==> src/scc_defines.vh <==
// constants for the converter clock and sleep control block
`ifndef SCC_DEFINES_VH
`define SCC_DEFINES_VH

// register byte offsets
`define SCC_CTRL_OFS 8'h00
`define SCC_TIMING_OFS 8'h04
`define SCC_STATUS_OFS 8'h08
`define SCC_IRQ_STAT_OFS 8'h0C
`define SCC_IRQ_MASK_OFS 8'h10
`define SCC_RESULT_OFS 8'h14

// control fields
`define SCC_CTRL_ON_BIT 0
`define SCC_CTRL_AUTO_BIT 1
`define SCC_CTRL_RC_BIT 2
`define SCC_CTRL_SAMP_BIT 3
`define SCC_CTRL_TRIG_LSB 4
`define SCC_CTRL_SPI_LSB 8

// timing fields
`define SCC_TIM_DIV_LSB 0
`define SCC_TIM_ACQ_LSB 8

// encodings and counts
`define SCC_TRIG_AUTO 3'b111
`define SCC_CONVERT_IN_PROGRESS_PERIODS 5'h0E
`define SCC_ACQ_RESET 5'h01
`define SCC_DIV_RESET 6'h13

// status bits
`define SCC_ST_CONVERT_IN_PROGRESS_BIT 0
`define SCC_ST_SAMP_BIT 1
`define SCC_ST_SHUT_BIT 2

// interrupt status bits
`define SCC_IRQ_DONE_BIT 0
`define SCC_IRQ_ABORT_BIT 1

`endif

==> src/scc_tick_div.v <==
// half-instruction-cycle tick divider producing conversion clock enables
`timescale 1ns/1ps
`include "scc_defines.vh"

module scc_tick_div #(
    parameter W = 6
) (
    input wire core_clk_i,
    input wire rst_i,
    input wire run_i,
    input wire half_tick_i,
    input wire [W-1:0] divisor_i,
    output reg tick_o
);
    reg [W-1:0] cnt_reg;

    // period = (divisor + 1) half instruction cycles
    always @(posedge core_clk_i or posedge rst_i) begin
        if (rst_i) begin
            cnt_reg <= {W{1'b0}};
            tick_o <= 1'b0;
        end else begin
            tick_o <= 1'b0;
            if (!run_i) begin
                cnt_reg <= {W{1'b0}};
            end else if (half_tick_i) begin
                if (cnt_reg >= divisor_i) begin
                    cnt_reg <= {W{1'b0}};
                    tick_o <= 1'b1;
                end else begin
                    cnt_reg <= cnt_reg + {{(W-1){1'b0}}, 1'b1};
                end
            end
        end
    end
endmodule

==> src/scc_clk_sel.v <==
// glitch-free choice between divided and rc conversion ticks
`timescale 1ns/1ps

module scc_clk_sel (
    input wire core_clk_i,
    input wire rst_i,
    input wire sel_rc_i,
    input wire stop_i,
    input wire div_tick_i,
    input wire rc_tick_i,
    output reg tick_o,
    output reg rc_active_o
);
    reg src_rc_reg;

    // source changes only between ticks, so no tick is split or doubled
    always @(posedge core_clk_i or posedge rst_i) begin
        if (rst_i) begin
            src_rc_reg <= 1'b0;
            tick_o <= 1'b0;
            rc_active_o <= 1'b0;
        end else begin
            if (!(div_tick_i || rc_tick_i)) begin
                src_rc_reg <= sel_rc_i;
            end
            rc_active_o <= src_rc_reg;
            tick_o <= !stop_i && (src_rc_reg ? rc_tick_i : div_tick_i);
        end
    end
endmodule

==> src/scc_top.v <==
// converter clock, sampling sequence and sleep control with axi4-lite registers
//
// Chosen here: register access over AXI4-Lite and the register addresses.
`timescale 1ns/1ps
`include "scc_defines.vh"

module scc_top #(
    parameter DIV_W = 6,
    parameter ACQ_W = 5,
    parameter SPI_W = 4,
    parameter RES_W = 12,
    parameter INSTR_HALF = 1,
    parameter RC_DIV = 8
) (
    input wire core_clk_i,
    input wire rst_i,
    input wire sleep_i,
    input wire [RES_W-1:0] sar_result_i,
    input wire [31:0] s_axi_awaddr,
    input wire s_axi_awvalid,
    output reg s_axi_awready,
    input wire [31:0] s_axi_wdata,
    input wire [3:0] s_axi_wstrb,
    input wire s_axi_wvalid,
    output reg s_axi_wready,
    output reg [1:0] s_axi_bresp,
    output reg s_axi_bvalid,
    input wire s_axi_bready,
    input wire [31:0] s_axi_araddr,
    input wire s_axi_arvalid,
    output reg s_axi_arready,
    output reg [31:0] s_axi_rdata,
    output reg [1:0] s_axi_rresp,
    output reg s_axi_rvalid,
    input wire s_axi_rready,
    output reg convert_in_progress_clk_o,
    output reg sample_o,
    output reg convert_in_progress_o,
    output reg wake_o,
    output reg irq_o
);
    localparam ST_OFF = 2'd0;
    localparam ST_ACQ = 2'd1;
    localparam ST_CONVERT_IN_PROGRESS = 2'd2;
    localparam ST_WAIT = 2'd3;

    // control state
    reg module_on_reg;
    reg auto_sample_en_reg;
    reg rc_clock_sel_reg;
    reg samp_reg;
    reg [2:0] trigger_source_sel_reg;
    reg [SPI_W-1:0] samples_per_irq_reg;
    reg [DIV_W-1:0] convert_in_progress_clk_divisor_reg;
    reg [ACQ_W-1:0] acquire_length_reg;
    reg [1:0] irq_stat_reg;
    reg [1:0] irq_mask_reg;
    reg [RES_W-1:0] result_buffer_reg;
    reg [1:0] state_reg;
    reg [4:0] per_cnt_reg;
    reg [SPI_W-1:0] smp_cnt_reg;
    reg shut_reg;
    reg delay_reg;
    reg [7:0] half_cnt_reg;
    reg half_tick_reg;
    reg [7:0] rc_cnt_reg;
    reg rc_tick_reg;
    reg aw_hold_reg;
    reg w_hold_reg;
    reg [31:0] awaddr_reg;
    reg [31:0] wdata_reg;
    reg [3:0] wstrb_reg;

    wire div_tick;
    wire tad_tick;
    wire rc_active;
    wire active;
    wire wr_go;
    wire [7:0] wofs;
    wire [7:0] rofs;

    // off, or self-shut after sleep conversion, stops the conversion clock and the sequencer
    assign active = module_on_reg && !shut_reg;
    // in sleep only the rc source keeps ticking
    assign wr_go = aw_hold_reg && w_hold_reg && !s_axi_bvalid;
    assign wofs = awaddr_reg[7:0];
    assign rofs = s_axi_araddr[7:0];

    // instruction-clock half cycle enables, stopped in sleep, and rc ticks, which keep running in sleep
    always @(posedge core_clk_i or posedge rst_i) begin
        if (rst_i) begin
            half_cnt_reg <= 8'h00;
            half_tick_reg <= 1'b0;
            rc_cnt_reg <= 8'h00;
            rc_tick_reg <= 1'b0;
        end else begin
            half_tick_reg <= 1'b0;
            rc_tick_reg <= 1'b0;
            if (sleep_i) begin
                half_cnt_reg <= 8'h00;
            end else if (half_cnt_reg >= INSTR_HALF[7:0] - 8'h01) begin
                half_cnt_reg <= 8'h00;
                half_tick_reg <= 1'b1;
            end else begin
                half_cnt_reg <= half_cnt_reg + 8'h01;
            end
            if (rc_cnt_reg >= RC_DIV[7:0] - 8'h01) begin
                rc_cnt_reg <= 8'h00;
                rc_tick_reg <= 1'b1;
            end else begin
                rc_cnt_reg <= rc_cnt_reg + 8'h01;
            end
        end
    end

    scc_tick_div #(
        .W(DIV_W)
    ) u_div (
        .core_clk_i(core_clk_i),
        .rst_i(rst_i),
        .run_i(active && !sleep_i),
        .half_tick_i(half_tick_reg),
        .divisor_i(convert_in_progress_clk_divisor_reg),
        .tick_o(div_tick)
    );

    scc_clk_sel u_sel (
        .core_clk_i(core_clk_i),
        .rst_i(rst_i),
        .sel_rc_i(rc_clock_sel_reg),
        .stop_i(!active || (sleep_i && !rc_clock_sel_reg)),
        .div_tick_i(div_tick),
        .rc_tick_i(rc_tick_reg),
        .tick_o(tad_tick),
        .rc_active_o(rc_active)
    );

    // sequencer; aborts win over any auto-start in the same cycle
    reg [1:0] ev_reg;
    always @(posedge core_clk_i or posedge rst_i) begin
        if (rst_i) begin
            state_reg <= ST_OFF;
            per_cnt_reg <= 5'h00;
            smp_cnt_reg <= {SPI_W{1'b0}};
            result_buffer_reg <= {RES_W{1'b0}};
            convert_in_progress_o <= 1'b0;
            sample_o <= 1'b0;
            ev_reg <= 2'b00;
            delay_reg <= 1'b0;
            shut_reg <= 1'b0;
            wake_o <= 1'b0;
            convert_in_progress_clk_o <= 1'b0;
        end else begin
            ev_reg <= 2'b00;
            wake_o <= 1'b0;
            convert_in_progress_clk_o <= tad_tick;
            if (!module_on_reg) begin
                shut_reg <= 1'b0;
            end
            if (!active || (sleep_i && !rc_active && state_reg == ST_CONVERT_IN_PROGRESS)) begin
                if (state_reg == ST_CONVERT_IN_PROGRESS) begin
                    ev_reg[`SCC_IRQ_ABORT_BIT] <= 1'b1;
                end
                state_reg <= ST_OFF;
                convert_in_progress_o <= 1'b0;
                sample_o <= 1'b0;
                if (!active) begin
                    smp_cnt_reg <= {SPI_W{1'b0}};
                end
            end else begin
                case (state_reg)
                    ST_OFF: begin
                        if ((samp_reg || auto_sample_en_reg) && !sleep_i) begin
                            state_reg <= ST_ACQ;
                            per_cnt_reg <= 5'h00;
                            sample_o <= 1'b1;
                        end
                    end
                    ST_ACQ: begin
                        if (tad_tick) begin
                            per_cnt_reg <= per_cnt_reg + 5'h01;
                        end
                        // start after acquire_length whole periods
                        if (trigger_source_sel_reg == `SCC_TRIG_AUTO && tad_tick &&
                            per_cnt_reg + 5'h01 >= acquire_length_reg) begin
                            sample_o <= 1'b0;
                            per_cnt_reg <= 5'h00;
                            delay_reg <= rc_active;
                            state_reg <= rc_active ? ST_WAIT : ST_CONVERT_IN_PROGRESS;
                            convert_in_progress_o <= !rc_active;
                        end else if (trigger_source_sel_reg != `SCC_TRIG_AUTO &&
                                     !samp_reg) begin
                            sample_o <= 1'b0;
                            per_cnt_reg <= 5'h00;
                            state_reg <= rc_active ? ST_WAIT : ST_CONVERT_IN_PROGRESS;
                            convert_in_progress_o <= !rc_active;
                        end
                    end
                    ST_WAIT: begin
                        // one instruction cycle after an auto-trigger start, half of one after a samp_reg start, lets the core enter sleep quietly
                        if (half_tick_reg || sleep_i) begin
                            delay_reg <= 1'b0;
                            if (!delay_reg) begin
                                state_reg <= ST_CONVERT_IN_PROGRESS;
                                convert_in_progress_o <= 1'b1;
                            end
                        end
                    end
                    ST_CONVERT_IN_PROGRESS: begin
                        if (tad_tick) begin
                            per_cnt_reg <= per_cnt_reg + 5'h01;
                            if (per_cnt_reg == `SCC_CONVERT_IN_PROGRESS_PERIODS - 5'h01) begin
                                convert_in_progress_o <= 1'b0;
                                result_buffer_reg <= sar_result_i;
                                per_cnt_reg <= 5'h00;
                                if (smp_cnt_reg >= samples_per_irq_reg) begin
                                    smp_cnt_reg <= {SPI_W{1'b0}};
                                    ev_reg[`SCC_IRQ_DONE_BIT] <= 1'b1;
                                    if (sleep_i && irq_mask_reg[`SCC_IRQ_DONE_BIT]) begin
                                        wake_o <= 1'b1;
                                    end
                                end else begin
                                    smp_cnt_reg <= smp_cnt_reg + {{(SPI_W-1){1'b0}}, 1'b1};
                                end
                                if (sleep_i && !irq_mask_reg[`SCC_IRQ_DONE_BIT]) begin
                                    shut_reg <= 1'b1;
                                    state_reg <= ST_OFF;
                                end else if (auto_sample_en_reg) begin
                                    state_reg <= ST_ACQ;
                                    sample_o <= 1'b1;
                                end else begin
                                    state_reg <= ST_OFF;
                                end
                            end
                        end
                    end
                    default: state_reg <= ST_OFF;
                endcase
            end
        end
    end

    // axi4-lite slave and registers; sleep leaves the control, timing and mask registers alone
    always @(posedge core_clk_i or posedge rst_i) begin
        if (rst_i) begin
            module_on_reg <= 1'b0;
            auto_sample_en_reg <= 1'b0;
            rc_clock_sel_reg <= 1'b0;
            samp_reg <= 1'b0;
            trigger_source_sel_reg <= 3'b000;
            samples_per_irq_reg <= {SPI_W{1'b0}};
            convert_in_progress_clk_divisor_reg <= `SCC_DIV_RESET;
            acquire_length_reg <= `SCC_ACQ_RESET;
            irq_stat_reg <= 2'b00;
            irq_mask_reg <= 2'b00;
            irq_o <= 1'b0;
            aw_hold_reg <= 1'b0;
            w_hold_reg <= 1'b0;
            awaddr_reg <= 32'h0000_0000;
            wdata_reg <= 32'h0000_0000;
            wstrb_reg <= 4'h0;
            s_axi_awready <= 1'b0;
            s_axi_wready <= 1'b0;
            s_axi_bvalid <= 1'b0;
            s_axi_bresp <= 2'b00;
            s_axi_arready <= 1'b0;
            s_axi_rvalid <= 1'b0;
            s_axi_rresp <= 2'b00;
            s_axi_rdata <= 32'h0000_0000;
        end else begin
            s_axi_awready <= 1'b0;
            s_axi_wready <= 1'b0;
            s_axi_arready <= 1'b0;
            if (s_axi_awvalid && !aw_hold_reg && !s_axi_awready) begin
                aw_hold_reg <= 1'b1;
                awaddr_reg <= s_axi_awaddr;
                s_axi_awready <= 1'b1;
            end
            if (s_axi_wvalid && !w_hold_reg && !s_axi_wready) begin
                w_hold_reg <= 1'b1;
                wdata_reg <= s_axi_wdata;
                wstrb_reg <= s_axi_wstrb;
                s_axi_wready <= 1'b1;
            end
            if (s_axi_bvalid && s_axi_bready) begin
                s_axi_bvalid <= 1'b0;
            end
            // hardware events win over a same-cycle clear
            irq_stat_reg <= irq_stat_reg | ev_reg;
            if (wr_go) begin
                aw_hold_reg <= 1'b0;
                w_hold_reg <= 1'b0;
                s_axi_bvalid <= 1'b1;
                s_axi_bresp <= 2'b00;
                case (wofs)
                    `SCC_CTRL_OFS: begin
                        if (wstrb_reg[0]) begin
                            module_on_reg <= wdata_reg[`SCC_CTRL_ON_BIT];
                            auto_sample_en_reg <= wdata_reg[`SCC_CTRL_AUTO_BIT];
                            rc_clock_sel_reg <= wdata_reg[`SCC_CTRL_RC_BIT];
                            samp_reg <= wdata_reg[`SCC_CTRL_SAMP_BIT];
                            trigger_source_sel_reg <= wdata_reg[`SCC_CTRL_TRIG_LSB +: 3];
                        end
                        if (wstrb_reg[1]) begin
                            samples_per_irq_reg <= wdata_reg[`SCC_CTRL_SPI_LSB +: SPI_W];
                        end
                    end
                    `SCC_TIMING_OFS: begin
                        if (wstrb_reg[0]) begin
                            convert_in_progress_clk_divisor_reg <= wdata_reg[`SCC_TIM_DIV_LSB +: DIV_W];
                        end
                        if (wstrb_reg[1]) begin
                            acquire_length_reg <= wdata_reg[`SCC_TIM_ACQ_LSB +: ACQ_W];
                        end
                    end
                    `SCC_IRQ_STAT_OFS: begin
                        if (wstrb_reg[0]) begin
                            irq_stat_reg <= (irq_stat_reg & ~wdata_reg[1:0]) | ev_reg;
                        end
                    end
                    `SCC_IRQ_MASK_OFS: begin
                        if (wstrb_reg[0]) begin
                            irq_mask_reg <= wdata_reg[1:0];
                        end
                    end
                    `SCC_STATUS_OFS, `SCC_RESULT_OFS: s_axi_bresp <= 2'b00;
                    default: s_axi_bresp <= 2'b10;
                endcase
            end
            irq_o <= |(irq_stat_reg & irq_mask_reg);
            if (s_axi_rvalid && s_axi_rready) begin
                s_axi_rvalid <= 1'b0;
            end else if (s_axi_arvalid && !s_axi_rvalid && !s_axi_arready) begin
                s_axi_arready <= 1'b1;
                s_axi_rvalid <= 1'b1;
                s_axi_rresp <= 2'b00;
                case (rofs)
                    `SCC_CTRL_OFS: s_axi_rdata <= {20'h0_0000, samples_per_irq_reg,
                        1'b0, trigger_source_sel_reg, samp_reg, rc_clock_sel_reg,
                        auto_sample_en_reg, module_on_reg};
                    `SCC_TIMING_OFS: s_axi_rdata <= {19'h0_0000, acquire_length_reg,
                        2'b00, convert_in_progress_clk_divisor_reg};
                    `SCC_STATUS_OFS: s_axi_rdata <= {29'h0000_0000, shut_reg,
                        sample_o, convert_in_progress_o};
                    `SCC_IRQ_STAT_OFS: s_axi_rdata <= {30'h0000_0000, irq_stat_reg};
                    `SCC_IRQ_MASK_OFS: s_axi_rdata <= {30'h0000_0000, irq_mask_reg};
                    `SCC_RESULT_OFS: s_axi_rdata <= {20'h0_0000, result_buffer_reg};
                    default: begin
                        s_axi_rdata <= 32'h0000_0000;
                        s_axi_rresp <= 2'b10;
                    end
                endcase
            end
        end
    end
endmodule

==> config.mk <==
export PLATFORM = sky130hd
export DESIGN_NAME = scc_top
export DESIGN_NICKNAME = d
export VERILOG_FILES = /design/src/scc_tick_div.v /design/src/scc_clk_sel.v /design/src/scc_top.v
export VERILOG_INCLUDE_DIRS = /design/src /design/src/src
export SDC_FILE = /design/constraint.sdc
export NUM_CORES = 1
export LEC_CHECK = 0
export BUFFER_PORTS_ARGS = -buffer_cell sky130_fd_sc_hd__clkbuf_2
export CORE_ASPECT_RATIO = 1.2
export CORE_MARGIN = 2
export CORE_UTILIZATION = 47
export CTS_CLUSTER_DIAMETER = 80
export CTS_CLUSTER_SIZE = 8
export DETAILED_ROUTE_END_ITERATION = 12
export GPL_ROUTABILITY_DRIVEN = 0
export PLACE_DENSITY = 0.78
export SLEW_MARGIN = 40
export SYNTH_ARGS = -nofsm -noshare
export SYNTH_HDL_FRONTEND = slang
export SYNTH_SLANG_ARGS = --single-unit
==> constraint.sdc <==
create_clock -name core_clk_i -period 3.7 [get_ports core_clk_i]
set_input_delay 0.74 -clock core_clk_i [delete_from_list [all_inputs] [get_ports core_clk_i]]
set_output_delay 0.74 -clock core_clk_i [all_outputs]
set_load 0.01 [all_outputs]
==> impl_metrics.ini <==
[sta]
finalCriticalPeriod_ns = 2.66
fin_skew_ns = 0.00415
tightest_slew_ns = 0.794
rsz0062_at_grt = no
timing.hold.ws_ns = 0.353
fmax_mhz = 376
hold_viol = 0
finalSetupTns_ns = 0
period_share_pct = 71.8
timing.slew.headroom_pct = 46.9
setup_viol = 0
slew_violations = 0

[cts]
postCtsSetupRepairBufs = 0
cts_tree = yes
clk_pin_slew_ns = 0.05
htree_levels = 4
ctsRootBufferMaster = clkbuf_16
ctsResizeCount = 0
clkLatencyLatePin_ns = 0.41
cts_hold_buf = 0
clock-sinks = 122
clock_path_buffers = 2
numCtsBuffers = 17

[global_route]
grt_pass1_wl_mm = 21.8
grt.overflow.total = 0
grt_max_degree = 43
grt_pass1_vias = 4415
grt.total_usage_pct = 20.8
antenna_found_initial = 0

[outcome]
status = completed

[route]
route.detailed.drc = 0
antenna_left = 0
first_pass_iters = 5
wl_mm = 13.4
avgRoutedWirePerCell_um = 17.2
num_vias = 4254
routed_via_density = 5.47
drt_iter0_markers = 252

[place]
portBuffers = 74
dp_hpwl_mm = 9.76

[critical_path]
worstSetupStartpointType = flip-flop
critPathRequiredTime_ns = 3.96
critPathArrivalTime_ns = 2.92
criticalPathCategory = reg2reg
cp-end-kind = flip-flop
crit_fanout = 7
reg2reg_slack_ns = 1.04

[die]
coreArea_sq_um = 12200
die_w_um = 106
start_util_pct = 48.5
pin_count = 166
rows = 44
dieArea_sq_um = 13500
die_h_um = 127

[run]
cap_viol_max_count = 0

[worst_hold_path]
hold_class = in2async

[synthesis]
yosys_warnings = 0
ys_ff_latch = 122
syn_area_per_cell_sq_um = 11.5
synth_ff_type = dfrtp_1
yosysSeqAreaShare_pct = 51.6
syn-instance-count = 516
syn-cell-area_sq_um = 5920
async_reset_ff_share_pct = 100
synth_edf_count = 0
synth_cell_type_count = 65

[layout]
multiInputGateArea_sq_um = 2620
nFillCells = 976
synthToLayoutAreaGrowth_pct = 18.2
most-common-layout-cells = dfrtp_1 (118), clkbuf_2 (74), mux2_2 (62)
ff_latch_area_sq_um = 3060
drive_gt1_share_pct = 30.8
diodes = 0
largest_reg_flops = 13
mostFrequentLayoutCell = dfrtp_1
nets = 749

[power_and_ir_drop]
p_leak_nw = 3.30
p_per_area_nw_per_um2 = 546
vdd_ir_drop_max_uv = 432
total_power_mw = 3.82
metal layers:
layer | wire [um] | vias up | share of wire, % | global-route usage, %
met5 | 0 | - | 0 | 0
met4 | 454 | 0 | 3.4 | 10.1
met3 | 748 | 33 | 5.6 | 5.26
met2 | 6960 | 147 | 52 | 36.3
met1 | 5230 | 2114 | 39 | 23.7
li1 | - | 1960 | - | -
cell type report:
type | instances | area share [%]
flip-flops and latches | 122 | 43.7
clock inverters | 8 | 1.36
clock buffers | 23 | 6.69
inverters | 29 | 1.61
multi-input cells | 355 | 37.4
well taps | 161 | 2.88
repair buffers | 80 | 6.40
stage by stage:
| step | std cells | utilization [%] | area [sq um] | setup slack [ns] |
|---|---|---|---|---|
| floorplan | 540 | - | 6020 | 1.47 |
| global placement | 746 | 52.4 | 6410 | 1.01 |
| detailed placement | 747 | 52.7 | 6440 | 0.966 |
| CTS | 778 | 57.3 | 7000 | 1.01 |
| global route | 778 | 57.3 | 7000 | 0.823 |
| finish | 778 | 57.3 | 7000 | 1.04 |
worst max-delay path: stages (launching register included):
cell and delay, ns:
dfrtp_1 0.44, ha_1 0.29, xor2_1 0.18, ha_1 0.32, nand2_1 0.05, o21ai_0 0.31, a21oi_2 0.18, o21ai_0 0.55
o21ai_0 0.20
Yosys cell counts (all sizes together) (3+ instances only):
cell	n	area share, %
xnor2	3	0.44
inv	29	1.8
xor2	4	0.59
nor2b	4	0.42
and2	3	0.32
nand4b	3	0.44
o31ai	5	0.63
nand2b	8	0.84
a21oi	15	1.3
o211ai	4	0.59
a22o	3	0.44
nor2	24	1.6
and3	5	0.53
or4	3	0.44
o2bb2ai	3	0.55
a2bb2oi	8	1.2
o21ai	28	2.4
nand3	15	1.3
nand2	43	2.9
dfrtp	118	50
mux2	62	12
a21o	4	0.51
buf	29	3.5
ha	24	5.1
mux2i	13	2.2
nor3	10	1.3
dfstp	4	1.8
o21a	4	0.51
clkbuf	5	0.34
nor3b	3	0.38
nand4	3	0.32
kinds of logic (layout without fill, tap and decap cells):
family / Yosys count / in the layout / synth area share (%)
AOI/OAI and AO/OA: 89 / 89 / 10.3
xor gates and xnor gates: 7 / 7 / 1.04
adders and majority gates: 24 / 24 / 5.07
buffers and inverters: 63 / 140 / 5.72
DFF: 122 / 122 / 51.6
muxes: 75 / 75 / 14.0
other: 1 / 25 / 0.0633
and+or+nand+nor: 135 / 135 / 12.2
report_power, final:
group          internal, mW  switching, mW
Sequential             1.54          0.181
Combinational         0.269          0.255
Clock                  1.02          0.562
Total                  2.82          0.998
path summary, 6_finish.rpt:
check / from / end / cells past startpoint
worst min register to register: u_sel.src_rc_reg$_DFFE_PP0N_ / u_sel.rc_active_o$_DFF_PP0_ / 0
max in group asynchronous: rst_i / convert_in_progress_clk_divisor_reg[1]$_DFFE_PP1P_ / 4
worst max-delay path: per_cnt_reg[0]$_DFFE_PP0P_ / per_cnt_reg[4]$_DFFE_PP0P_ / 8
worst min-delay path: rst_i / wdata_reg[5]$_DFFE_PP0P_ / 2
worst max register to register: per_cnt_reg[0]$_DFFE_PP0P_ / per_cnt_reg[4]$_DFFE_PP0P_ / 8
min in group core_clk_i: u_sel.src_rc_reg$_DFFE_PP0N_ / u_sel.rc_active_o$_DFF_PP0_ / 0
Note: power is estimated with default switching activity, not from simulation.
